**src/mad_pkg.sv**
```systemverilog
// Constants, types and carriers for the memory address map decoder
// Overview of operation
// - Program word 24 bits, phantom top byte zero
// - Lower half even address, upper half odd
// - Program counter even, steps by two
// - Region below 000200h reserved for vectors
// - Fetch starts at zero; jump placed there
// - Primary and alternate vector tables decoded
// - Top two words copied to configuration at reset
// - Configuration pair placed by memory size
// - Separate read and write address units
// - Effective address 16 bits, byte granular
// - Top address bit selects program window
// - 8 Kbytes implemented; outside reads zero
// - Even byte least significant, odd most
package mad_pkg;
    // Widths of the two spaces
    localparam int PA_W  = 24;                  // Program byte-style address width
    localparam int PW_W  = 24;                  // Program word width
    localparam int EA_W  = 16;                  // Data effective address width
    localparam int DW_W  = 16;                  // Data word width
    localparam int RAM_BYTES = 8192;            // Implemented data memory bytes
    localparam int RAM_AW    = 12;              // Word index width of data memory

    // Program space landmarks
    localparam logic [PA_W-1:0] PC_RESET     = 24'h000000; // Fetch start after reset
    localparam logic [PA_W-1:0] IVT_PRI_LO   = 24'h000004; // Primary table start
    localparam logic [PA_W-1:0] IVT_PRI_HI   = 24'h0000ff; // Primary table end
    localparam logic [PA_W-1:0] IVT_ALT_LO   = 24'h000100; // Alternate table start
    localparam logic [PA_W-1:0] VEC_END      = 24'h000200; // First address for code
    localparam logic [PA_W-1:0] PC_STEP      = 24'h000002; // One instruction word

    // Program memory sizes in words, and their configuration pair locations
    localparam int PM_WORDS_5K5 = 5632;         // 5.5K words
    localparam int PM_WORDS_11K = 11264;        // 11K words
    localparam int PM_WORDS_16K = 16896;        // 16K class, pair at 0083fc
    localparam int PM_WORDS_22K = 22016;        // 22K class, pair at 00abfc
    localparam logic [PA_W-1:0] CFG_OFFSET = 24'h000004; // Pair sits this far below top

    // Fetch region seen at the program counter
    typedef enum logic [2:0] {
        MAD_REG_RESET_VEC,                      // Reset vector words
        MAD_REG_IVT_PRI,                        // Primary interrupt vector table
        MAD_REG_IVT_ALT,                        // Alternate interrupt vector table
        MAD_REG_CODE,                           // Ordinary code
        MAD_REG_CONFIG                          // Configuration pair
    } mad_region_t;

    // Data target chosen by the decoder
    typedef enum logic [1:0] {
        MAD_TGT_RAM,                            // Implemented data memory
        MAD_TGT_WIN,                            // Program space window
        MAD_TGT_ZERO                            // Unimplemented, reads zero
    } mad_target_t;

    // Request from one address generation unit
    typedef struct packed {
        logic            en;                    // Request valid
        logic            byte_mode;             // Byte access, else word
        logic [EA_W-1:0] ea;                    // Effective address
        logic [DW_W-1:0] wdata;                 // Write data, byte in low bits
    } mad_agu_req_t;

    // Request toward one port of data memory
    typedef struct packed {
        logic              en;                  // Access strobe
        logic [RAM_AW-1:0] widx;                // Word index in data memory
        logic [1:0]        be;                  // Byte lanes: bit0 even, bit1 odd
        logic [DW_W-1:0]   wdata;               // Lane-placed write data
    } mad_ram_req_t;
endpackage : mad_pkg

```
**src/mad_ea_decode.sv**
```systemverilog
// Combinational decode of one data effective address
`timescale 1ns/100ps
module mad_ea_decode
    import mad_pkg::*;
(
    input  wire logic [mad_pkg::EA_W-1:0]   ea,        // Effective address
    input  wire logic                       byte_mode, // Byte access
    output      mad_pkg::mad_target_t       target,    // Selected target
    output      logic [mad_pkg::RAM_AW-1:0] widx,      // Data memory word index
    output      logic [1:0]                 be         // Byte lanes touched
);
    // Implemented area limit as a byte address
    localparam logic [EA_W-1:0] RAM_LIMIT = EA_W'(RAM_BYTES);

    wire is_win = ea[EA_W-1];
    wire in_ram = (ea < RAM_LIMIT);

    assign target = is_win ? MAD_TGT_WIN : (in_ram ? MAD_TGT_RAM : MAD_TGT_ZERO);

    assign widx = ea[RAM_AW:1];

    assign be = byte_mode ? (ea[0] ? 2'b10 : 2'b01) : 2'b11;
endmodule : mad_ea_decode

```
**src/mad_decoder.sv**
```systemverilog
// Program and data address map decoder with reset configuration copy
`timescale 1ns/100ps
module mad_decoder
    import mad_pkg::*;
#(
    parameter int PM_WORDS = 22016              // Program memory size in words
) (
    input  wire logic                        clk,         // Core clock
    input  wire logic                        reset,       // Async reset, active high
    // Program memory port, data one cycle after the strobe
    output      logic                        pm_rd,       // Read strobe
    output      logic [mad_pkg::PA_W-1:0]    pm_addr,     // Even word address
    input  wire logic [mad_pkg::PW_W-1:0]    pm_rdata,    // 24-bit word
    // Instruction fetch
    input  wire logic                        fetch_req,   // Fetch at counter and step
    input  wire logic                        fetch_back,  // Step backward
    output      logic                        fetch_ready, // Fetch accepted this cycle
    input  wire logic                        pc_load,     // Load jump target
    input  wire logic [mad_pkg::PA_W-1:0]    pc_target,   // Jump target
    output      logic [mad_pkg::PA_W-1:0]    pc,          // Program counter
    output      mad_pkg::mad_region_t        pc_region,   // Region of counter
    output      logic                        fetch_valid, // Instruction valid
    output      logic [mad_pkg::PW_W-1:0]    fetch_word,  // Instruction word
    // Half-word program reads
    input  wire logic                        hw_req,      // Half-word read request
    input  wire logic [mad_pkg::PA_W-1:0]    hw_addr,     // Half-word address
    output      logic                        hw_ready,    // Request accepted
    output      logic                        hw_valid,    // Result valid
    output      logic [mad_pkg::DW_W-1:0]    hw_data,     // Half-word result
    // Configuration copy
    output      logic                        cfg_valid,   // Copy complete
    output      logic [mad_pkg::PW_W-1:0]    cfg_word1,   // First configuration word
    output      logic [mad_pkg::PW_W-1:0]    cfg_word2,   // Second configuration word
    // Data read and write address units
    input  wire mad_pkg::mad_agu_req_t       rd_agu,      // Read unit request
    input  wire mad_pkg::mad_agu_req_t       wr_agu,      // Write unit request
    output      logic                        rd_valid,    // Read result valid
    output      logic [mad_pkg::DW_W-1:0]    rd_data,     // Read result
    // Data memory, dual port, read data in the strobe cycle
    output      mad_pkg::mad_ram_req_t       ram_rd,      // Read request
    input  wire logic [mad_pkg::DW_W-1:0]    ram_rdata,   // Read data
    output      mad_pkg::mad_ram_req_t       ram_wr,      // Write request
    // Program space window, data in the strobe cycle
    output      logic                        win_rd,      // Window read strobe
    output      logic [mad_pkg::EA_W-1:0]    win_ea,      // Untranslated address
    input  wire logic [mad_pkg::DW_W-1:0]    win_rdata    // Window read data
);
    // Configuration pair location follows the array size
    // pair placed by array size
    localparam logic [PA_W-1:0] CFG_ADDR1 = PA_W'(PM_WORDS * 2) - CFG_OFFSET;
    localparam logic [PA_W-1:0] CFG_ADDR2 = CFG_ADDR1 + PC_STEP;

    // Sequencer: configuration copy precedes any fetch
    typedef enum logic [1:0] {ST_CFG1, ST_CFG2, ST_CFG_LAST, ST_RUN} mad_state_t;

    mad_state_t              state_q;         // Current state
    mad_state_t              state_d;         // Next state
    logic [PA_W-1:0]         pc_q;            // Program counter
    logic [PA_W-1:0]         pc_d;            // Next counter
    logic                    fetch_pend_q;    // Fetch data arrives now
    logic                    hw_pend_q;       // Half-word data arrives now
    logic                    hw_odd_q;        // Half-word was the upper half
    logic                    fetch_valid_q;   // Registered fetch valid
    logic [PW_W-1:0]         fetch_word_q;    // Registered instruction
    logic                    hw_valid_q;      // Registered half-word valid
    logic [DW_W-1:0]         hw_data_q;       // Registered half-word
    logic                    cfg_valid_q;     // Copy complete
    logic [PW_W-1:0]         cfg_word1_q;     // First configuration word
    logic [PW_W-1:0]         cfg_word2_q;     // Second configuration word
    mad_ram_req_t            ram_rd_q;        // Registered read request
    mad_ram_req_t            ram_wr_q;        // Registered write request
    logic                    win_rd_q;        // Registered window strobe
    logic [EA_W-1:0]         win_ea_q;        // Registered window address
    logic                    rd_pend_q;       // Read data due from a target
    mad_target_t             rd_tgt_q;        // Target of pending read
    logic                    rd_byte_q;       // Pending read is a byte
    logic                    rd_odd_q;        // Pending read is the odd byte
    logic                    rd_valid_q;      // Registered read valid
    logic [DW_W-1:0]         rd_data_q;       // Registered read data

    // Decoder outputs for the two address units
    mad_target_t             rd_tgt;          // Read unit target
    mad_target_t             wr_tgt;          // Write unit target
    logic [RAM_AW-1:0]       rd_widx;         // Read word index
    logic [RAM_AW-1:0]       wr_widx;         // Write word index
    logic [1:0]              rd_be;           // Read lanes
    logic [1:0]              wr_be;           // Write lanes

    mad_ea_decode u_rd_dec (
        .ea        (rd_agu.ea),
        .byte_mode (rd_agu.byte_mode),
        .target    (rd_tgt),
        .widx      (rd_widx),
        .be        (rd_be)
    );

    mad_ea_decode u_wr_dec (
        .ea        (wr_agu.ea),
        .byte_mode (wr_agu.byte_mode),
        .target    (wr_tgt),
        .widx      (wr_widx),
        .be        (wr_be)
    );

    // Program port arbitration: copy, then half-word reads, then fetch
    wire running  = (state_q == ST_RUN);
    wire hw_take  = running & hw_req;
    wire fetch_take = running & fetch_req & ~hw_req;
    wire pc_bump  = fetch_take;

    // half-word address pairs onto its even word
    wire [PA_W-1:0] hw_word_addr = {hw_addr[PA_W-1:1], 1'b0};

    assign hw_ready    = running;
    assign fetch_ready = fetch_take;

    assign pm_rd   = (state_q == ST_CFG1) | (state_q == ST_CFG2) | hw_take | fetch_take;
    assign pm_addr = (state_q == ST_CFG1) ? CFG_ADDR1 :
                     (state_q == ST_CFG2) ? CFG_ADDR2 :
                     hw_take ? hw_word_addr : pc_q;

    wire [PA_W-1:0] pc_stepped = fetch_back ? (pc_q - PC_STEP) : (pc_q + PC_STEP);
    wire [PA_W-1:0] pc_jump    = {pc_target[PA_W-1:1], 1'b0};

    // Jump beats a step issued in the same cycle
    always_comb begin
        pc_d = pc_q;
        if (running && pc_load) begin
            pc_d = pc_jump;
        end else if (pc_bump) begin
            pc_d = pc_stepped;
        end
    end

    // Sequencer next state
    always_comb begin
        state_d = state_q;
        unique case (state_q)
            ST_CFG1:     state_d = ST_CFG2;
            ST_CFG2:     state_d = ST_CFG_LAST;
            ST_CFG_LAST: state_d = ST_RUN;
            ST_RUN:      state_d = ST_RUN;
        endcase
    end

    assign pc_region = (pc_q <  IVT_PRI_LO)                     ? MAD_REG_RESET_VEC :
                       (pc_q <= IVT_PRI_HI)                     ? MAD_REG_IVT_PRI   :
                       (pc_q <  VEC_END)                        ? MAD_REG_IVT_ALT   :
                       (pc_q == CFG_ADDR1 || pc_q == CFG_ADDR2) ? MAD_REG_CONFIG    :
                                                                  MAD_REG_CODE;

    always_ff @(posedge clk or posedge reset) begin
        if (reset) begin
            state_q <= ST_CFG1;
            pc_q    <= PC_RESET;
        end else begin
            state_q <= state_d;
            pc_q    <= pc_d;
        end
    end

    always_ff @(posedge clk or posedge reset) begin
        if (reset) begin
            cfg_valid_q <= 1'b0;
            cfg_word1_q <= '0;
            cfg_word2_q <= '0;
        end else begin
            if (state_q == ST_CFG2) cfg_word1_q <= pm_rdata;
            if (state_q == ST_CFG_LAST) begin
                cfg_word2_q <= pm_rdata;
                cfg_valid_q <= 1'b1;
            end
        end
    end

    // Program read results, valid two cycles after the strobe
    always_ff @(posedge clk or posedge reset) begin
        if (reset) begin
            fetch_pend_q  <= 1'b0;
            hw_pend_q     <= 1'b0;
            hw_odd_q      <= 1'b0;
            fetch_valid_q <= 1'b0;
            fetch_word_q  <= '0;
            hw_valid_q    <= 1'b0;
            hw_data_q     <= '0;
        end else begin
            fetch_pend_q  <= fetch_take;
            hw_pend_q     <= hw_take;
            hw_odd_q      <= hw_addr[0];
            fetch_valid_q <= fetch_pend_q;
            hw_valid_q    <= hw_pend_q;
            if (fetch_pend_q) fetch_word_q <= pm_rdata;
            if (hw_pend_q) begin
                hw_data_q <= hw_odd_q ? {8'h00, pm_rdata[PW_W-1:DW_W]} : pm_rdata[DW_W-1:0];
            end
        end
    end

    // Lane placement of write data: a byte is copied to both lanes
    wire [DW_W-1:0] wr_lane = wr_agu.byte_mode ? {wr_agu.wdata[7:0], wr_agu.wdata[7:0]}
                                               : wr_agu.wdata;
    wire rd_to_ram = rd_agu.en & (rd_tgt == MAD_TGT_RAM);
    wire rd_to_win = rd_agu.en & (rd_tgt == MAD_TGT_WIN);
    // Window is read only and unimplemented space drops writes
    wire wr_to_ram = wr_agu.en & (wr_tgt == MAD_TGT_RAM);

    // Data request stage
    always_ff @(posedge clk or posedge reset) begin
        if (reset) begin
            ram_rd_q  <= '0;
            ram_wr_q  <= '0;
            win_rd_q  <= 1'b0;
            win_ea_q  <= '0;
            rd_pend_q <= 1'b0;
            rd_tgt_q  <= MAD_TGT_ZERO;
            rd_byte_q <= 1'b0;
            rd_odd_q  <= 1'b0;
        end else begin
            ram_rd_q  <= '{en: rd_to_ram, widx: rd_widx, be: rd_be, wdata: '0};
            ram_wr_q  <= '{en: wr_to_ram, widx: wr_widx, be: wr_be, wdata: wr_lane};
            win_rd_q  <= rd_to_win;
            win_ea_q  <= rd_agu.ea;
            rd_pend_q <= rd_agu.en;
            rd_tgt_q  <= rd_tgt;
            rd_byte_q <= rd_agu.byte_mode;
            rd_odd_q  <= rd_agu.ea[0];
        end
    end

    // Source and lane selection of returning read data
    wire [DW_W-1:0] rd_src  = (rd_tgt_q == MAD_TGT_RAM) ? ram_rdata :
                              (rd_tgt_q == MAD_TGT_WIN) ? win_rdata : '0;
    wire [DW_W-1:0] rd_sel  = !rd_byte_q ? rd_src :
                              rd_odd_q ? {8'h00, rd_src[15:8]} : {8'h00, rd_src[7:0]};

    // Data result stage
    always_ff @(posedge clk or posedge reset) begin
        if (reset) begin
            rd_valid_q <= 1'b0;
            rd_data_q  <= '0;
        end else begin
            rd_valid_q <= rd_pend_q;
            if (rd_pend_q) rd_data_q <= rd_sel;
        end
    end

    // Output wiring
    assign pc          = pc_q;
    assign fetch_valid = fetch_valid_q;
    assign fetch_word  = fetch_word_q;
    assign hw_valid    = hw_valid_q;
    assign hw_data     = hw_data_q;
    assign cfg_valid   = cfg_valid_q;
    assign cfg_word1   = cfg_word1_q;
    assign cfg_word2   = cfg_word2_q;
    assign ram_rd      = ram_rd_q;
    assign ram_wr      = ram_wr_q;
    assign win_rd      = win_rd_q;
    assign win_ea      = win_ea_q;
    assign rd_valid    = rd_valid_q;
    assign rd_data     = rd_data_q;
endmodule : mad_decoder

```
**config.mk**
```make
export PLATFORM = sky130hd
export DESIGN_NAME = mad_decoder
export DESIGN_NICKNAME = d
export VERILOG_FILES = /design/src/mad_pkg.sv /design/src/mad_ea_decode.sv /design/src/mad_decoder.sv
export SDC_FILE = /design/constraint.sdc
export NUM_CORES = 1
export LEC_CHECK = 0
export ABC_AREA = 1
export BUFFER_PORTS_ARGS = -buffer_cell sky130_fd_sc_hd__buf_2
export CAP_MARGIN = 20
export CORE_AREA = 2 2 183 185
export CTS_CLUSTER_DIAMETER = 80
export CTS_CLUSTER_SIZE = 12
export DETAILED_ROUTE_END_ITERATION = 8
export DIE_AREA = 0 0 185 187
export PLACE_DENSITY = 0.55
export REMOVE_ABC_BUFFERS = 1
export SLEW_MARGIN = 20
export SYNTH_ARGS = -nofsm -noshare
export SYNTH_HDL_FRONTEND = slang
export SYNTH_HIERARCHICAL = 1
export SYNTH_SLANG_ARGS = --single-unit
```
**constraint.sdc**
```tcl
create_clock -name clk -period 10.8 [get_ports clk]
set_input_delay 1.08 -clock clk [delete_from_list [all_inputs] [get_ports clk]]
set_output_delay 1.08 -clock clk [all_outputs]
set_load 0.01 [all_outputs]
```
==> impl_table.tex <==
\begin{tabular}{lr}
\hline
Metric & Value \\
\hline
\multicolumn{2}{l}{\textbf{Run status}} \\
\quad Run status & complete, no violations \\
\multicolumn{2}{l}{\textbf{Synthesis}} \\
\quad Number of storage elements in the synthesis netlist & 203 \\
\quad Cell Area, Synth & 9693 sq um \\
\quad Sequential cell area fraction in the yosys report & 52.42\% \\
\quad Synth Area per Inst & 8.278 sq um \\
\quad Commonest register cell after synthesis & dfrtp\_1 \\
\quad Warning count from the yosys run & 6 \\
\quad Most area-consuming cells after synthesis & dfrtp\_1 (52\%), nand2\_1 (10\%), inv\_1 (7.4\%) \\
\quad Number of instances in the synthesized netlist & 1,171 \\
\quad Share of async-settable or async-resettable flops after synthesis & 100.0\% \\
\quad Dominant cell type by area after synthesis & dfrtp\_1 \\
\quad Unique cell type count in the Yosys netlist & 38 \\
\quad Share of Yosys cell area claimed by the top area cell type & 52.15\% \\
\quad EDFF count, synth & 0 \\
\multicolumn{2}{l}{\textbf{Critical path}} \\
\quad Kind of capture point of the worst setup path & output port \\
\quad Nature of the critical path startpoint & input port \\
\quad Crit-path slowest cell & clkinv\_1 \\
\quad Maximum fanout count along the critical path & 23 \\
\quad CP peak stage delay & 0.82 ns \\
\quad Signal arrival time at the worst endpoint & 3.18 ns \\
\quad Data required time of the critical path & 9.72 ns \\
\quad Series of cell instances along the critical path & buf\_2 > inv\_1 > nor2\_1 > buf\_4 > nor2\_1 > clkinv\_1 > o211ai\_1 > buf\_2 \\
\quad Type of the setup path with the least slack & in2out \\
\multicolumn{2}{l}{\textbf{Drt}} \\
\quad First-pass iteration count of the detailed router & 4 \\
\quad Routed metal-1 wire length & 13,770 um \\
\quad WL/cell & 16.08 um \\
\quad Routed wire length on met2 & 14,770 um \\
\quad Highest metal layer with signal wires & met5 \\
\quad Number of remaining DRC errors & 0 \\
\quad Vias per Instance & 4.358 \\
\quad First-iteration detailed-routing DRC count & 422 \\
\quad Wire length reported by the detailed router & 31,670 um \\
\quad Remaining antenna violation count & 0 \\
\quad Vias after detailed routing & 8,585 \\
\quad Routed wl met3 & 2259 um \\
\multicolumn{2}{l}{\textbf{Power and ir drop}} \\
\quad Clock share of power & 34.8\% \\
\quad Combinational power share & 21.6\% \\
\quad Power density over cell area & 162.7 nW/um\^{}2 \\
\quad Proportion of total power due to net switching & 31.53\% \\
\quad Fraction of power consumed by sequential logic & 43.5\% \\
\quad Cell internal power dissipation & 1.381 mW \\
\quad Total leakage power & 6.759 nW \\
\quad Switching power & 636.3 uW \\
\quad Max VDD drop & 0.1151 mV \\
\multicolumn{2}{l}{\textbf{Final layout}} \\
\quad Proportion of layout cells with a drive suffix above 1 & 29.32\% \\
\quad Filler Cell Count & 3,504 \\
\quad Most frequent cells in the layout & buf\_2 (383), nand2\_1 (267), dfrtp\_1 (200) \\
\quad Area of the multi-input gates & 3422 sq um \\
\quad Combined flip-flop and latch cell area & 5084 sq um \\
\quad Final Net Count & 1,715 \\
\quad Most common cell after layout, fill and taps aside & buf\_2 \\
\quad Area overhead of the layout relative to synthesis & 27.96\% \\
\multicolumn{2}{l}{\textbf{Clocking}} \\
\quad Max clock buf depth & 3 \\
\quad CTS resizes & 0 \\
\quad Later-pin clock latency in the skew report & 0.52 ns \\
\quad CTS tree & yes \\
\quad CTS H-tree depth & 1 \\
\quad Num Clock Sinks & 203 \\
\quad Post-CTS setup repair buffer count & 0 \\
\quad Root buffer cell & clkbuf\_16 \\
\quad Hold buffer count at cts & 0 \\
\quad CTS clk-pin slew, worst paths & 0.06 ns \\
\quad TritonCTS Buffers & 22 \\
\multicolumn{2}{l}{\textbf{Placement}} \\
\quad Pre-CTS worst setup slack & 6.813 ns \\
\quad Count of input and output buffers & 383 \\
\quad Placed wire-length estimate after detailed placement & 23,680 um \\
\quad Final GP Congestion & 0.8726 \\
\multicolumn{2}{l}{\textbf{STA}} \\
\quad RSZ-0062 raised after global routing & false \\
\quad Number of hold violations in the final report & 0 \\
\quad Setup-failing EPs final & 0 \\
\quad Final setup TNS & 0 ns \\
\quad Max-slew violation total from the final report & 0 \\
\quad Crit share post-route & 39.41\% \\
\quad Slew Limit Headroom & 30.94\% \\
\quad Post-route clock skew & 0.01116 ns \\
\quad Smallest setup slack after layout & 6.544 ns \\
\quad Maximum operating frequency & 234.9 MHz \\
\quad Min Tclk post-route & 4.256 ns \\
\quad Transition at the pin with the smallest max-transition slack & 1.029 ns \\
\multicolumn{2}{l}{\textbf{Global route}} \\
\quad Global-route total usage across every layer & 17.84\% \\
\quad Vias in the first global route & 8,243 \\
\quad Global-route congestion overflow total & 0 \\
\quad Global-route wire length before repair & 47,680 um \\
\quad Largest net degree at the start of global routing & 124 \\
\quad Number of antenna violations at the first check in global routing & 5 \\
\multicolumn{2}{l}{\textbf{Flow run}} \\
\quad MaxCap Viol Count & 0 \\
\multicolumn{2}{l}{\textbf{Worst hold path}} \\
\quad Tightest Hold Check Type & reg2reg \\
\multicolumn{2}{l}{\textbf{Die}} \\
\quad Core area & 32,860 sq um \\
\quad Die boundary height & 187 um \\
\quad Effective utilization at floorplan & 29.50\% \\
\quad Die outline area & 34,600 sq um \\
\quad Number of primary I/O pins & 419 \\
\quad Standard-cell row count & 67 \\
\quad Width of the chip & 185 um \\
\hline
\end{tabular}
[cells in the mapped netlist, types with 2 or more instances]
| library cell | instances |
|---|---|
| o21ai_2 | 4 |
| nand4_1 | 10 |
| a31oi_1 | 11 |
| clkbuf_1 | 27 |
| inv_1 | 192 |
| mux2_2 | 8 |
| nor2_1 | 99 |
| buf_6 | 3 |
| nor3b_1 | 2 |
| inv_2 | 4 |
| o21ai_0 | 89 |
| buf_4 | 46 |
| or2_2 | 5 |
| ha_1 | 21 |
| nor2_2 | 3 |
| nand3_1 | 60 |
| dfrtp_1 | 202 |
| o221ai_1 | 2 |
| o22ai_1 | 29 |
| nand2_1 | 268 |
| nor3_1 | 8 |
| xnor2_1 | 5 |
| buf_1 | 4 |
| a21o_1 | 4 |
| a21oi_1 | 48 |
| buf_2 | 5 |
[sequential cells by signal, indices dropped and copies added, names as in the netlist]
signal / count
rd_byte_q: 1
rd_data: 16
rd_tgt_q: 2
hw_valid: 1
hw_odd_q: 1
win_ea: 16
win_rd: 1
hw_data: 16
rd_valid: 1
hw_pend_q: 1
fetch_pend_q: 1
ram_rd: 15
cfg_valid: 1
pc: 23
fetch_valid: 1
cfg_word1: 24
ram_wr: 31
rd_pend_q: 1
state_q: 2
fetch_word: 24
cfg_word2: 24
[worst max-delay path: cells and delay by family]
kind                   cells  cell delay (ns)
buffers and inverters      5             1.40
AO/OA/AOI/OAI              1             0.48
AND/OR/NAND/NOR            2             0.21
[stage by stage]
stage	utilization [%]	area, sq um	power (mW)	hold slack [ns]	cells
detailed placement	35.79	11760	1.334	0.4509	1939
CTS	37.72	12400	2.058	0.4671	1969
finish	37.74	12400	2.018	0.4681	1970
global placement	35.79	11760	1.328	0.4465	1939
floorplan	-	9236	1.137	0.4628	1103
global route	37.74	12400	2.145	0.4963	1970
[routing by layer]
layer  track usage [%]  up-vias
met3             3.777       53
met1             23.02     3897
met5                 0        -
met2             30.01      318
met4             5.159        8
li1                  -     4309
[cell families after synthesis]
| logic type | after synthesis | synth area share, % |
|---|---|---|
| mux | 8 | 0.9294 |
| other cells | 1 | 0.03869 |
| simple gates | 461 | 19.54 |
| fa+ha+maj | 22 | 2.917 |
| xor+xnor | 5 | 0.4518 |
| compound gates | 190 | 10.74 |
| buf+inv | 281 | 12.96 |
| flops | 203 | 52.42 |
[final timing paths]
check / to / from / cells past startpoint / slack, ns
max: pm_addr[1] / hw_req / 8 / 6.54
min: cfg_valid / cfg_valid / 2 / 0.47
max reg2reg: pc[23] / state_q[0] / 9 / 8.50
min reg2reg: cfg_valid / cfg_valid / 2 / 0.47
max in group asynchronous: win_ea[10] / reset / 3 / 8.71
min in group asynchronous: ram_wr[23] / reset / 2 / 0.73
[final cells by class]
class / count / area share, %
antenna: 1 / 0.02018
clock buffer: 25 / 4.529
clock inverter: 5 / 0.5750
inverter: 196 / 5.992
multi-input combinational: 704 / 27.59
sequential: 203 / 40.99
tap: 448 / 4.519
timing repair buffer: 388 / 15.79
[power by group through the flow]
stage / Combinational (mW) / Sequential [mW] / Clock (mW)
global placement: 0.437 / 0.891 / 0
finish: 0.437 / 0.878 / 0.703
global route: 0.497 / 0.888 / 0.760
detailed placement: 0.441 / 0.893 / 0
floorplan: 0.233 / 0.904 / 0
CTS: 0.443 / 0.880 / 0.735
(Power assumes the default switching activity.)
